==> config.mk <==
export PLATFORM = sky130hd
export DESIGN_NAME = adc_highpass_and_range_compressor
export DESIGN_NICKNAME = d
export VERILOG_FILES = /design/src/shared/adc_hpdrc_pkg.sv /design/src/design/adc_highpass_and_range_compressor.sv /design/src/design/sample_fifo.sv /design/src/design/highpass_section.sv
export VERILOG_INCLUDE_DIRS = /design/src /design/src/shared
export SDC_FILE = /design/constraint.sdc
export NUM_CORES = 2
export LEC_CHECK = 0
export BUFFER_PORTS_ARGS = -buffer_cell sky130_fd_sc_hd__buf_2
export CAP_MARGIN = 40
export CORE_UTILIZATION = 40
export CTS_BUF_LIST = sky130_fd_sc_hd__clkbuf_16
export CTS_CLUSTER_DIAMETER = 120
export DETAILED_ROUTE_END_ITERATION = 6
export PLACE_DENSITY = 0.57
export SYNTH_ARGS = -nofsm -noshare
export SYNTH_HDL_FRONTEND = slang
export SYNTH_SLANG_ARGS = --single-unit
export TNS_END_PERCENT = 50
==> constraint.sdc <==
create_clock -name aclk -period 26.6 [get_ports aclk]
set_clock_uncertainty 0.15 [all_clocks]
set_input_delay 1.33 -clock aclk [delete_from_list [all_inputs] [get_ports aclk]]
set_output_delay 1.33 -clock aclk [all_outputs]
set_load 0.005 [all_outputs]
==> src/shared/adc_hpdrc_cfg.svh <==
// Register indices, field positions, reset values and constants.
`ifndef ADC_HPDRC_CFG_SVH
`define ADC_HPDRC_CFG_SVH

// ----
// Register indices (byte address is four times the index)
// ----
`define IDX_OSR 10'h00A
`define IDX_HPF 10'h026
`define IDX_COMP_EN 10'h028
`define IDX_SLOPES 10'h02A
`define IDX_KNEE 10'h02B
`define IDX_BIAS 10'h0C6
`define IDX_STATUS 10'h030

// ----
// Field positions
// ----
`define OSR_BIT 0
`define HPF_EN_BIT 4
`define HPF_CUT_LSB 5
`define COMP_EN_BIT 15
`define COMP_PATH_BIT 14
`define HI_LSB 3
`define LO_LSB 0
`define KIN_LSB 5
`define KOUT_LSB 0
`define BIAS1_BIT 2
`define BIAS2_BIT 0

// ----
// Reset values
// ----
`define RST_OSR 1'h1
`define RST_HPF_EN 1'h1
`define RST_HPF_CUT 2'h0
`define RST_COMP_EN 1'h0
`define RST_COMP_PATH 1'h0
`define RST_SLOPE 3'h0
`define RST_KNEE_IN 6'h00
`define RST_KNEE_OUT 5'h00
`define RST_BIAS 1'h0

// ----
// Filter and compressor constants
// ----
`define HPF_SHIFT_HIFI 5'h0B
`define HPF_SHIFT_V1 5'h04
`define HPF_SHIFT_V2 5'h03
`define HPF_SHIFT_V3 5'h02
`define KNEE_IN_MAX 6'h3C
`define KNEE_OUT_MAX 5'h1E
`define RMS_SHIFT 6
`define PWR_REF_MSB 29
`define LEVEL_MAX 8'h7F
`define BOOST_UNITS 10'h010
`define GAIN_E_MAX 10'h08F
`define RESP_OKAY 2'h0
`define RESP_SLVERR 2'h2

`endif

==> src/shared/adc_hpdrc_pkg.sv <==
// Types shared by the filter, the compressor and the test bench.
package adc_hpdrc_pkg;

    typedef struct packed {
        logic path;
        logic signed [15:0] data;
    } sample_t;

    typedef struct packed {
        logic osr128;
        logic hpf_en;
        logic [1:0] hpf_cut;
        logic comp_en;
        logic comp_path;
        logic [2:0] hi_slope;
        logic [2:0] lo_slope;
        logic [5:0] knee_in;
        logic [4:0] knee_out;
        logic bias1;
        logic bias2;
    } regs_t;

    typedef enum logic [2:0] {
        ST_IDLE, ST_FILT, ST_LOAD, ST_MEAS, ST_CURVE, ST_APPLY, ST_PUSH
    } state_t;

    function automatic logic signed [15:0] sat16(logic signed [39:0] v);
        if (v > 40'sh0000007FFF) begin
            return 16'sh7FFF;
        end else if (v < 40'shFFFFFF8000) begin
            return 16'sh8000;
        end
        return v[15:0];
    endfunction

endpackage

==> src/design/adc_highpass_and_range_compressor.sv <==
// ADC high pass filter, oversampling control and static range compressor.
//
// What this block does
// RULE_01 - ADC high pass filter, enable bit 4, on
// RULE_02 - Corner code bits 6:5, hi-fi default
// RULE_03 - Corner frequency scales with sample rate
// RULE_04 - Software keeps voice corner below 300Hz
// RULE_05 - Oversampling bit 0: 64x clear, 128x set
// RULE_06 - Software sets bias bits matching oversampling
// RULE_07 - Compressor enable bit 15, path bit 14
// RULE_08 - Separate slopes above and below knee
// RULE_09 - Slope one constant gain, zero fixed
// RULE_10 - Upper slope code bits 5:3 decode
// RULE_11 - Lower slope code bits 2:0 decode
// RULE_12 - Knee input level, 0.75dB steps, six bits
// RULE_13 - Knee output level, 0.75dB steps, five bits
// RULE_14 - Full-scale output follows knee and upper slope
// RULE_15 - Gain follows averaged mean-square level
// RULE_16 - Filter coefficient from corner code, rate; the code derives it from the corner code alone
//
// Decided for this implementation: the AXI4-Lite slave port.
`timescale 1ns/1ps
`default_nettype none
`include "adc_hpdrc_cfg.svh"
module adc_highpass_and_range_compressor (
    input wire logic aclk,
    input wire logic aresetn,
    input wire logic s_axi_awvalid,
    output logic s_axi_awready,
    input wire logic [11:0] s_axi_awaddr,
    input wire logic s_axi_wvalid,
    output logic s_axi_wready,
    input wire logic [31:0] s_axi_wdata,
    input wire logic [3:0] s_axi_wstrb,
    output logic s_axi_bvalid,
    input wire logic s_axi_bready,
    output logic [1:0] s_axi_bresp,
    input wire logic s_axi_arvalid,
    output logic s_axi_arready,
    input wire logic [11:0] s_axi_araddr,
    output logic s_axi_rvalid,
    input wire logic s_axi_rready,
    output logic [31:0] s_axi_rdata,
    output logic [1:0] s_axi_rresp,
    input wire logic smp_in_valid,
    output logic smp_in_ready,
    input wire adc_hpdrc_pkg::sample_t smp_in,
    output logic smp_out_valid,
    input wire logic smp_out_ready,
    output adc_hpdrc_pkg::sample_t smp_out,
    output logic oversample_ratio_select,
    output logic bias_control_one,
    output logic bias_control_two
);
    import adc_hpdrc_pkg::*;

    // ----
    // Register image and decode
    // ----
    function automatic logic [16:0] reg_read(regs_t c, logic [9:0] idx,
                                             logic [15:0] st);
        logic [15:0] v;
        logic hit;
        v = 16'h0000;
        hit = 1'b1;
        if (idx == `IDX_OSR) begin
            v[`OSR_BIT] = c.osr128;
        end else if (idx == `IDX_HPF) begin
            v[`HPF_EN_BIT] = c.hpf_en;
            v[`HPF_CUT_LSB +: 2] = c.hpf_cut;
        end else if (idx == `IDX_COMP_EN) begin
            v[`COMP_EN_BIT] = c.comp_en;
            v[`COMP_PATH_BIT] = c.comp_path;
        end else if (idx == `IDX_SLOPES) begin
            v[`HI_LSB +: 3] = c.hi_slope;
            v[`LO_LSB +: 3] = c.lo_slope;
        end else if (idx == `IDX_KNEE) begin
            v[`KIN_LSB +: 6] = c.knee_in;
            v[`KOUT_LSB +: 5] = c.knee_out;
        end else if (idx == `IDX_BIAS) begin
            v[`BIAS1_BIT] = c.bias1;
            v[`BIAS2_BIT] = c.bias2;
        end else if (idx == `IDX_STATUS) begin
            v = st;
        end else begin
            hit = 1'b0;
        end
        return {hit, v};
    endfunction

    regs_t cfg_q;
    logic [15:0] status;
    logic aw_take;
    logic w_take;
    logic ar_take;
    logic do_wr;
    logic aw_have_q;
    logic w_have_q;
    logic [9:0] waddr_q;
    logic [15:0] wdata_q;
    logic [1:0] wstrb_q;
    logic [16:0] wr_look;
    logic [16:0] rd_look;
    logic [15:0] wmask;
    logic [15:0] nv;

    assign aw_take = s_axi_awvalid & s_axi_awready;
    assign w_take = s_axi_wvalid & s_axi_wready;
    assign ar_take = s_axi_arvalid & s_axi_arready;
    assign do_wr = aw_have_q & w_have_q & ~s_axi_bvalid;
    assign wr_look = reg_read(cfg_q, waddr_q, status);
    assign rd_look = reg_read(cfg_q, s_axi_araddr[11:2], status);
    assign wmask = {{8{wstrb_q[1]}}, {8{wstrb_q[0]}}};
    assign nv = (wr_look[15:0] & ~wmask) | (wdata_q & wmask);

    // ----
    // Write channel
    // ----
    always_ff @(posedge aclk) begin
        if (!aresetn) begin
            aw_have_q <= 1'b0;
            w_have_q <= 1'b0;
            waddr_q <= 10'h000;
            wdata_q <= 16'h0000;
            wstrb_q <= 2'h0;
            s_axi_awready <= 1'b0;
            s_axi_wready <= 1'b0;
            s_axi_bvalid <= 1'b0;
            s_axi_bresp <= `RESP_OKAY;
        end else begin
            s_axi_awready <= ~(aw_have_q | aw_take | s_axi_bvalid);
            s_axi_wready <= ~(w_have_q | w_take | s_axi_bvalid);
            if (aw_take) begin
                aw_have_q <= 1'b1;
                waddr_q <= s_axi_awaddr[11:2];
            end else if (do_wr) begin
                aw_have_q <= 1'b0;
            end
            if (w_take) begin
                w_have_q <= 1'b1;
                wdata_q <= s_axi_wdata[15:0];
                wstrb_q <= s_axi_wstrb[1:0];
            end else if (do_wr) begin
                w_have_q <= 1'b0;
            end
            if (do_wr) begin
                s_axi_bvalid <= 1'b1;
                s_axi_bresp <= wr_look[16] ? `RESP_OKAY : `RESP_SLVERR;
            end else if (s_axi_bready) begin
                s_axi_bvalid <= 1'b0;
            end
        end
    end

    // ----
    // Read channel
    // ----
    always_ff @(posedge aclk) begin
        if (!aresetn) begin
            s_axi_arready <= 1'b0;
            s_axi_rvalid <= 1'b0;
            s_axi_rdata <= 32'h00000000;
            s_axi_rresp <= `RESP_OKAY;
        end else begin
            s_axi_arready <= ~(s_axi_rvalid | ar_take);
            if (ar_take) begin
                s_axi_rvalid <= 1'b1;
                s_axi_rdata <= {16'h0000, rd_look[15:0]};
                s_axi_rresp <= rd_look[16] ? `RESP_OKAY : `RESP_SLVERR;
            end else if (s_axi_rready) begin
                s_axi_rvalid <= 1'b0;
            end
        end
    end

    // ----
    // Configuration registers
    // ----
    always_ff @(posedge aclk) begin
        if (!aresetn) begin
            cfg_q.osr128 <= `RST_OSR; // RULE_05
            cfg_q.hpf_en <= `RST_HPF_EN; // RULE_01
            cfg_q.hpf_cut <= `RST_HPF_CUT; // RULE_02
            cfg_q.comp_en <= `RST_COMP_EN; // RULE_07
            cfg_q.comp_path <= `RST_COMP_PATH;
            cfg_q.hi_slope <= `RST_SLOPE;
            cfg_q.lo_slope <= `RST_SLOPE;
            cfg_q.knee_in <= `RST_KNEE_IN;
            cfg_q.knee_out <= `RST_KNEE_OUT;
            cfg_q.bias1 <= `RST_BIAS;
            cfg_q.bias2 <= `RST_BIAS;
        end else if (do_wr) begin
            if (waddr_q == `IDX_OSR) begin
                cfg_q.osr128 <= nv[`OSR_BIT]; // RULE_05
            end else if (waddr_q == `IDX_HPF) begin
                cfg_q.hpf_en <= nv[`HPF_EN_BIT]; // RULE_01
                cfg_q.hpf_cut <= nv[`HPF_CUT_LSB +: 2]; // RULE_02
            end else if (waddr_q == `IDX_COMP_EN) begin
                cfg_q.comp_en <= nv[`COMP_EN_BIT]; // RULE_07
                cfg_q.comp_path <= nv[`COMP_PATH_BIT]; // RULE_07
            end else if (waddr_q == `IDX_SLOPES) begin
                cfg_q.hi_slope <= nv[`HI_LSB +: 3]; // RULE_10
                cfg_q.lo_slope <= nv[`LO_LSB +: 3]; // RULE_11
            end else if (waddr_q == `IDX_KNEE) begin
                cfg_q.knee_in <= nv[`KIN_LSB +: 6]; // RULE_12
                cfg_q.knee_out <= nv[`KOUT_LSB +: 5]; // RULE_13
            end else if (waddr_q == `IDX_BIAS) begin
                cfg_q.bias1 <= nv[`BIAS1_BIT];
                cfg_q.bias2 <= nv[`BIAS2_BIT];
            end
        end
    end

    // The analog side reads these levels; the bias pair is only stored,
    // since keeping it consistent with the ratio is left to software.
    assign oversample_ratio_select = cfg_q.osr128; // RULE_05
    assign bias_control_one = cfg_q.bias1;
    assign bias_control_two = cfg_q.bias2;

    // ----
    // Helper functions for the compressor
    // ----
    function automatic logic [7:0] power_to_att(logic [31:0] p);
        logic [7:0] a;
        int msb;
        msb = -1;
        for (int i = 0; i < 32; i++) begin
            if (p[i]) begin
                msb = i;
            end
        end
        if (msb < 0) begin
            a = `LEVEL_MAX;
        end else if (msb >= `PWR_REF_MSB) begin
            a = 8'h00;
        end else if (msb >= 2) begin
            a = 8'((`PWR_REF_MSB - msb) * 4) - 8'(p[msb-1 -: 2]);
        end else begin
            a = 8'((`PWR_REF_MSB - msb) * 4);
        end
        return a;
    endfunction

    // Reserved codes fall back to slope one, i.e. no compression.
    function automatic logic [7:0] slope_apply(logic [2:0] code,
                                               logic upper,
                                               logic [7:0] d);
        logic [7:0] r;
        case (code)
            3'h0: r = d; // RULE_09
            3'h1: r = d >> 1;
            3'h2: r = d >> 2;
            3'h3: r = d >> 3;
            3'h4: r = upper ? (d >> 4) : 8'h00; // RULE_10 RULE_11
            3'h5: r = upper ? 8'h00 : d; // RULE_10
            default: r = d;
        endcase
        return r;
    endfunction

    function automatic logic signed [16:0] mant_of(logic [2:0] f);
        logic signed [16:0] m;
        case (f)
            3'h0: m = 17'sh08000;
            3'h1: m = 17'sh07560;
            3'h2: m = 17'sh06BA2;
            3'h3: m = 17'sh062B4;
            3'h4: m = 17'sh05A82;
            3'h5: m = 17'sh052FF;
            3'h6: m = 17'sh04C1C;
            default: m = 17'sh045CB;
        endcase
        return m;
    endfunction

    // ----
    // Sample pipeline
    // ----
    state_t state_q;
    sample_t smp_q;
    sample_t res_q;
    logic signed [15:0] proc_q;
    logic [31:0] ms_q;
    logic [7:0] level_q;
    logic signed [9:0] gain_q;
    logic hpf_use;
    logic comp_use;
    logic [4:0] hpf_shift;
    logic signed [15:0] hpf_y;
    logic [31:0] sq;
    logic [31:0] ms_d;
    logic [7:0] lvl_d;
    logic [7:0] ki;
    logic [7:0] ko;
    logic signed [9:0] out_att;
    logic signed [9:0] gain_d;
    logic signed [9:0] e_raw;
    logic [7:0] e;
    logic signed [32:0] prod;
    logic signed [15:0] applied;
    logic fifo_in_ready;
    logic fifo_out_valid;
    logic fifo_out_ready;
    logic [16:0] fifo_out_data;

    assign status = {gain_q[7:0], level_q};
    assign hpf_use = cfg_q.hpf_en & ~smp_q.path; // RULE_01
    assign comp_use = cfg_q.comp_en & (smp_q.path == cfg_q.comp_path); // RULE_07

    always_comb begin
        case (cfg_q.hpf_cut) // RULE_16
            2'h0: hpf_shift = `HPF_SHIFT_HIFI; // RULE_02 RULE_03
            2'h1: hpf_shift = `HPF_SHIFT_V1;
            2'h2: hpf_shift = `HPF_SHIFT_V2;
            default: hpf_shift = `HPF_SHIFT_V3;
        endcase
    end

    highpass_section u_hpf (
        .aclk(aclk),
        .aresetn(aresetn),
        .step((state_q == ST_FILT) & hpf_use), // RULE_03
        .clear(~cfg_q.hpf_en),
        .shift(hpf_shift),
        .x(smp_q.data),
        .y(hpf_y)
    );

    // Mean-square tracker; the level estimate reads power, not peaks.
    always_comb begin
        sq = 32'(proc_q * proc_q);
        if (sq >= ms_q) begin
            ms_d = ms_q + ((sq - ms_q) >> `RMS_SHIFT); // RULE_15
        end else begin
            ms_d = ms_q - ((ms_q - sq) >> `RMS_SHIFT); // RULE_15
        end
    end

    // Static curve, all levels as attenuation in 0.75 dB units.
    always_comb begin
        lvl_d = power_to_att(ms_q);
        ki = (cfg_q.knee_in > `KNEE_IN_MAX) ? 8'(`KNEE_IN_MAX)
                                            : 8'(cfg_q.knee_in); // RULE_12
        ko = (cfg_q.knee_out > `KNEE_OUT_MAX) ? 8'(`KNEE_OUT_MAX)
                                              : 8'(cfg_q.knee_out); // RULE_13
        if (lvl_d < ki) begin
            out_att = 10'(ko) - 10'(slope_apply(cfg_q.hi_slope, 1'b1,
                                                ki - lvl_d)); // RULE_08 RULE_14
        end else begin
            out_att = 10'(ko) + 10'(slope_apply(cfg_q.lo_slope, 1'b0,
                                                lvl_d - ki)); // RULE_08
        end
        gain_d = out_att - 10'(lvl_d);
    end

    // Boost is bounded to 12 dB so that silence is not driven to full scale.
    always_comb begin
        e_raw = gain_q + `BOOST_UNITS;
        if (e_raw < 0) begin
            e = 8'h00;
        end else if (e_raw > `GAIN_E_MAX) begin
            e = 8'(`GAIN_E_MAX);
        end else begin
            e = e_raw[7:0];
        end
        prod = 33'(proc_q) * 33'(mant_of(e[2:0]));
        applied = sat16(40'(prod >>> (5'h0D + 5'(e[7:3]))));
    end

    always_ff @(posedge aclk) begin
        if (!aresetn) begin
            state_q <= ST_IDLE;
            smp_in_ready <= 1'b1;
            smp_q <= '0;
        end else begin
            case (state_q)
                ST_IDLE: begin
                    if (smp_in_valid && smp_in_ready) begin
                        smp_q <= smp_in;
                        smp_in_ready <= 1'b0;
                        state_q <= ST_FILT;
                    end
                end
                ST_FILT: state_q <= ST_LOAD;
                ST_LOAD: state_q <= ST_MEAS;
                ST_MEAS: state_q <= ST_CURVE;
                ST_CURVE: state_q <= ST_APPLY;
                ST_APPLY: state_q <= ST_PUSH;
                ST_PUSH: begin
                    if (fifo_in_ready) begin
                        smp_in_ready <= 1'b1;
                        state_q <= ST_IDLE;
                    end
                end
                default: state_q <= ST_IDLE;
            endcase
        end
    end

    always_ff @(posedge aclk) begin
        if (!aresetn) begin
            proc_q <= 16'sh0000;
            ms_q <= 32'h00000000;
            level_q <= `LEVEL_MAX;
            gain_q <= 10'sh000;
            res_q <= '0;
        end else begin
            if (state_q == ST_LOAD) begin
                proc_q <= hpf_use ? hpf_y : smp_q.data; // RULE_01
            end
            if (state_q == ST_MEAS && comp_use) begin
                ms_q <= ms_d; // RULE_15
            end
            if (state_q == ST_CURVE && comp_use) begin
                level_q <= lvl_d;
                gain_q <= gain_d; // RULE_14
            end
            if (state_q == ST_APPLY) begin
                res_q.path <= smp_q.path;
                res_q.data <= comp_use ? applied : proc_q; // RULE_07
            end
        end
    end

    // ----
    // Output buffering
    // ----
    sample_fifo #(
        .WIDTH(17),
        .DEPTH(4)
    ) u_fifo (
        .aclk(aclk),
        .aresetn(aresetn),
        .in_valid(state_q == ST_PUSH),
        .in_ready(fifo_in_ready),
        .in_data(res_q),
        .out_valid(fifo_out_valid),
        .out_ready(fifo_out_ready),
        .out_data(fifo_out_data)
    );

    assign fifo_out_ready = ~smp_out_valid | smp_out_ready;

    always_ff @(posedge aclk) begin
        if (!aresetn) begin
            smp_out_valid <= 1'b0;
            smp_out <= '0;
        end else if (fifo_out_ready) begin
            smp_out_valid <= fifo_out_valid;
            smp_out <= fifo_out_data;
        end
    end
endmodule
`default_nettype wire

==> src/design/sample_fifo.sv <==
// Small synchronous FIFO with valid and ready on both sides.
`timescale 1ns/1ps
`default_nettype none
module sample_fifo #(
    parameter int WIDTH = 17,
    parameter int DEPTH = 4
) (
    input wire logic aclk,
    input wire logic aresetn,
    input wire logic in_valid,
    output logic in_ready,
    input wire logic [WIDTH-1:0] in_data,
    output logic out_valid,
    input wire logic out_ready,
    output logic [WIDTH-1:0] out_data
);
    localparam int AW = $clog2(DEPTH);

    logic [WIDTH-1:0] mem [DEPTH];
    logic [AW:0] wr_q;
    logic [AW:0] rd_q;
    logic full;
    logic empty;

    assign empty = (wr_q == rd_q);
    assign full = (wr_q[AW] != rd_q[AW]) && (wr_q[AW-1:0] == rd_q[AW-1:0]);
    assign in_ready = ~full;
    assign out_valid = ~empty;
    assign out_data = mem[rd_q[AW-1:0]];

    always_ff @(posedge aclk) begin
        if (in_valid && !full) begin
            mem[wr_q[AW-1:0]] <= in_data;
        end
    end

    always_ff @(posedge aclk) begin
        if (!aresetn) begin
            wr_q <= '0;
            rd_q <= '0;
        end else begin
            if (in_valid && !full) begin
                wr_q <= wr_q + 1'b1;
            end
            if (out_ready && !empty) begin
                rd_q <= rd_q + 1'b1;
            end
        end
    end
endmodule
`default_nettype wire

==> src/design/highpass_section.sv <==
// First-order DC-blocking high pass section, one step per sample.
`timescale 1ns/1ps
`default_nettype none
module highpass_section (
    input wire logic aclk,
    input wire logic aresetn,
    input wire logic step,
    input wire logic clear,
    input wire logic [4:0] shift,
    input wire logic signed [15:0] x,
    output logic signed [15:0] y
);
    import adc_hpdrc_pkg::*;

    logic signed [15:0] x_prev_q;
    logic signed [35:0] acc_q;
    logic signed [35:0] acc_d;

    // The pole sits at 1 - 2^-shift per sample, so the corner moves with
    // the sample rate without any coefficient change.
    always_comb begin
        acc_d = ((36'(x) - 36'(x_prev_q)) <<< 16) + acc_q - (acc_q >>> shift);
    end

    always_ff @(posedge aclk) begin
        if (!aresetn || clear) begin
            x_prev_q <= 16'sh0000;
            acc_q <= 36'sh0;
            y <= 16'sh0000;
        end else if (step) begin
            x_prev_q <= x;
            acc_q <= acc_d;
            y <= sat16(40'(acc_d >>> 16));
        end
    end
endmodule
`default_nettype wire

==> summary.txt <==
CTS
  • Clock Tree Root: clkbuf_16
  • CTS Buf Count: 40
  • Max Root-Sink Buffers: 3
  • Worst-Skew Late Latency: 570 ps
  • Resize count post-CTS: 0
  • Clock Sinks: 339
  • Level count of the clock H-tree: 2
  • Post-CTS Hold Buffers: 0
  • Setup Fix Bufs, Post-CTS: 0
  • CTS tree: built
  • Clock-pin slew on the worst setup and hold paths: 60 ps

Worst setup path
  • Max stage delay on crit path: 770 ps
  • Critical-path maximum fanout: 36
  • Worst path most repeated cell: fa_1
  • R2R setup slack: 11740 ps
  • FF-to-FF End: ms_q[30]
  • CP Buf/Inv Count: 5
  • CP max-delay cell: dfxtp_1
  • Critical path class: reg -> reg
  • Worst path required time: around 27000 ps
  • Critical path arrival: 15160 ps
  • Cells on worst reg2reg path: 50
  • Delay-heaviest family, CP: compound AO/OA/AOI/OAI gates
  • Worst reg2reg path startpoint: proc_q[2]
  • Startpoint Class: register
  • Crit path capture type: register

Global route
  • Initial antenna violation count: 0
  • First-pass GRT wire length: just over 200000 um
  • Largest net degree at the start of global routing: between 70 and 80
  • GRT Residual Overflow: 0
  • Gr usage total: between 20% and 30%
  • Vias in the first global route: around 37000

Final layout
  • Filler instances: approximately 11000
  • Syn-to-layout area delta: 7.31%
  • Final nets: between 6000 and 7000
  • Antenna Cells: 0
  • Multi-input logic area: 0.0344 sq mm
  • Layout cells sized above 1: 7.36%
  • Register Area: 0.00747 sq mm

Detailed routing
  • Drt drc: 0
  • Post-DRT Antenna Nets: 0
  • Routed WL per cell: 18.0 um
  • Post-Route WL: 125000 um
  • Drt initial violations: 2283
  • Drt pass-1 iters: 6
  • Vias per cell: 5.39
  • Routed vias: 37476

Floorplanning
  • Initial Util: between 40 and 50%
  • Die Y: roughly 340 um
  • Row Count: 123
  • Total core area: 0.113 sq mm
  • DIE AREA: ~0.12 sq mm
  • I/O pin cnt: approximately 150
  • Die Width: 340 um

Timing
  • Period utilisation layout: 55.9%
  • RSZ-0062 raised after global routing: no
  • Setup TNS: 0 ps
  • Final Hold Viols: 0
  • Max Clk Rate: 0.0673 GHz
  • Rel. slew slack: 34.4%
  • Max-slew violations: 0
  • Slew @ Worst Pin: 972 ps
  • Setup violators final: 0
  • Tmin final: 14860 ps

Worst hold path
  • Hold EP: s_axi_arready
  • Hold Startpoint: s_axi_rvalid
  • Worst Hold Depth: 1
  • HP Class: reg -> reg

Power
  • Power per cell area: 68.1 mW/mm^2
  • Peak VDD IR: 72.1 uV
  • Power Total: ~3.3 mW
  • Leakage: ~22 nW

Logic synthesis
  • Yosys top cell area share: 20.1%
  • Syn_area_per_cell: 8.37 sq um
  • Syn Inst Count: 5474
  • Synth Register Bits: 339
  • Number of enable flip-flop cells after synthesis: 68
  • Synth warn: 0
  • Synth cell count leaders: inv_1, nand2_1, fa_1
  • Cell with the most instances after synthesis: inv_1
  • Cell Area, Synth: 0.0458 sq mm
  • Top cells by area, synth: fa_1, dfxtp_1, ha_1
  • Top_reg_cell synth: dfxtp_1
  • Post-synth cell types: 105
  • Cell taking the most area after synthesis: fa_1
  • Seq/Total Area, Yosys: around 16%
  • Async SR Flop Fraction: 0%

Placed design
  • GPL Wtd Cong: 0.876
  • Post-DP HPWL: 98000 um
  • IO buf count: 105

Flow run
  • Max-cap violations: 0

Status
  • Status: finished, final reports clean
-- metrics by stage --
step | hold WS, ps | instances | utilization [%] | instance area [sq um] | worst slack (ps)
after floorplan | 265 | 5491 | - | 45900 | 14140
after global placement | 275 | 6854 | 42.1 | 47600 | 11890
after detailed placement | 287 | 6878 | 42.3 | 47900 | 11740
after CTS | 290 | 6948 | 43.5 | 49200 | 11710
after global routing | 313 | 6948 | 43.5 | 49200 | 10740
final | 295 | 6948 | 43.5 | 49200 | 11740
-- power by group --
part,switching [mW],total [mW],internal [mW]
clock,0.235,0.555,0.320
sequential,0.0539,0.617,0.563
combinational,1.26,2.18,0.918
-- metal layers --
layer / wire, um / track usage [%]
met4: 2080 / 3.99
met5: 0 / 0
met2: 58100 / 35.2
met3: 4510 / 1.75
met1: 60700 / 31.5
-- layout by cell type (no fill, tap or decap), types with 41 or more instances in the layout --
master | Yosys | routed
inv_1 | 732 | 738
nand2_1 | 693 | 693
fa_1 | 460 | 460
ha_1 | 413 | 413
nor2_1 | 303 | 302
a21oi_1 | 298 | 294
dfxtp_1 | 271 | 270
o21ai_0 | 234 | 234
and2_1 | 205 | 205
xnor2_1 | 153 | 152
buf_2 | 5 | 108
mux2i_1 | 98 | 98
a21boi_0 | 93 | 93
xor2_1 | 93 | 92
nor3_1 | 82 | 80
nand3_1 | 79 | 79
buf_4 | 19 | 73
a21o_1 | 69 | 69
edfxtp_1 | 68 | 68
nor2b_1 | 66 | 65
mux4_2 | 56 | 56
o211ai_1 | 50 | 50
nand2b_1 | 50 | 50
a31oi_1 | 46 | 46
a211oi_1 | 45 | 45
clkbuf_16 | 0 | 41
-- layout make-up --
cell class / count / area share, %
multi-input combinational: 4103 / 70.0
sequential: 339 / 15.2
inverter: 741 / 5.66
tap: 1500 / 3.82
timing repair buffer: 195 / 2.71
clock buffer: 41 / 2.09
clock inverter: 29 / 0.550
-- registers in the layout, summed over array words and instances (netlist names), 13 cells and up --
| register | count |
|---|---|
| cfg_q | 22 |
| ms_q | 32 |
| proc_q | 16 |
| res_q | 17 |
| s_axi_rdata | 16 |
| smp_out | 17 |
| smp_q | 17 |
| u_fifo.mem | 68 |
| u_hpf.acc_q | 36 |
| u_hpf.x_prev_q | 16 |
| u_hpf.y | 16 |
| wdata_q | 13 |
-- cell families (layout without fill, tap and decap cells) --
kind of cell               after synthesis  in the layout  synth area share [%]
and+or+nand+nor                       1653           1653                  16.9
AOI/OAI and AO/OA                     1137           1137                  16.3
DFF                                    339            339                  16.3
other                                    1             18               0.00818
buffers and inverters                 1049           1006                  8.89
adders and majority gates              873            873                  31.4
xor gates and xnor gates               247            247                  4.74
muxes                                  175            175                  5.51
-- worst max-delay path by stage --
stage | startpoint | end | slack (ps) | cells after the start
after global placement | proc_q[2] | ms_q[30] | 11890 | 50
final | proc_q[2] | ms_q[30] | 11740 | 50
after floorplan | proc_q[8] | ms_q[30] | 14140 | 52
after global routing | proc_q[2] | ms_q[31] | 10740 | 47
after detailed placement | proc_q[2] | ms_q[30] | 11740 | 50
after CTS | proc_q[2] | ms_q[30] | 11710 | 50
(Power assumes the default switching activity.)
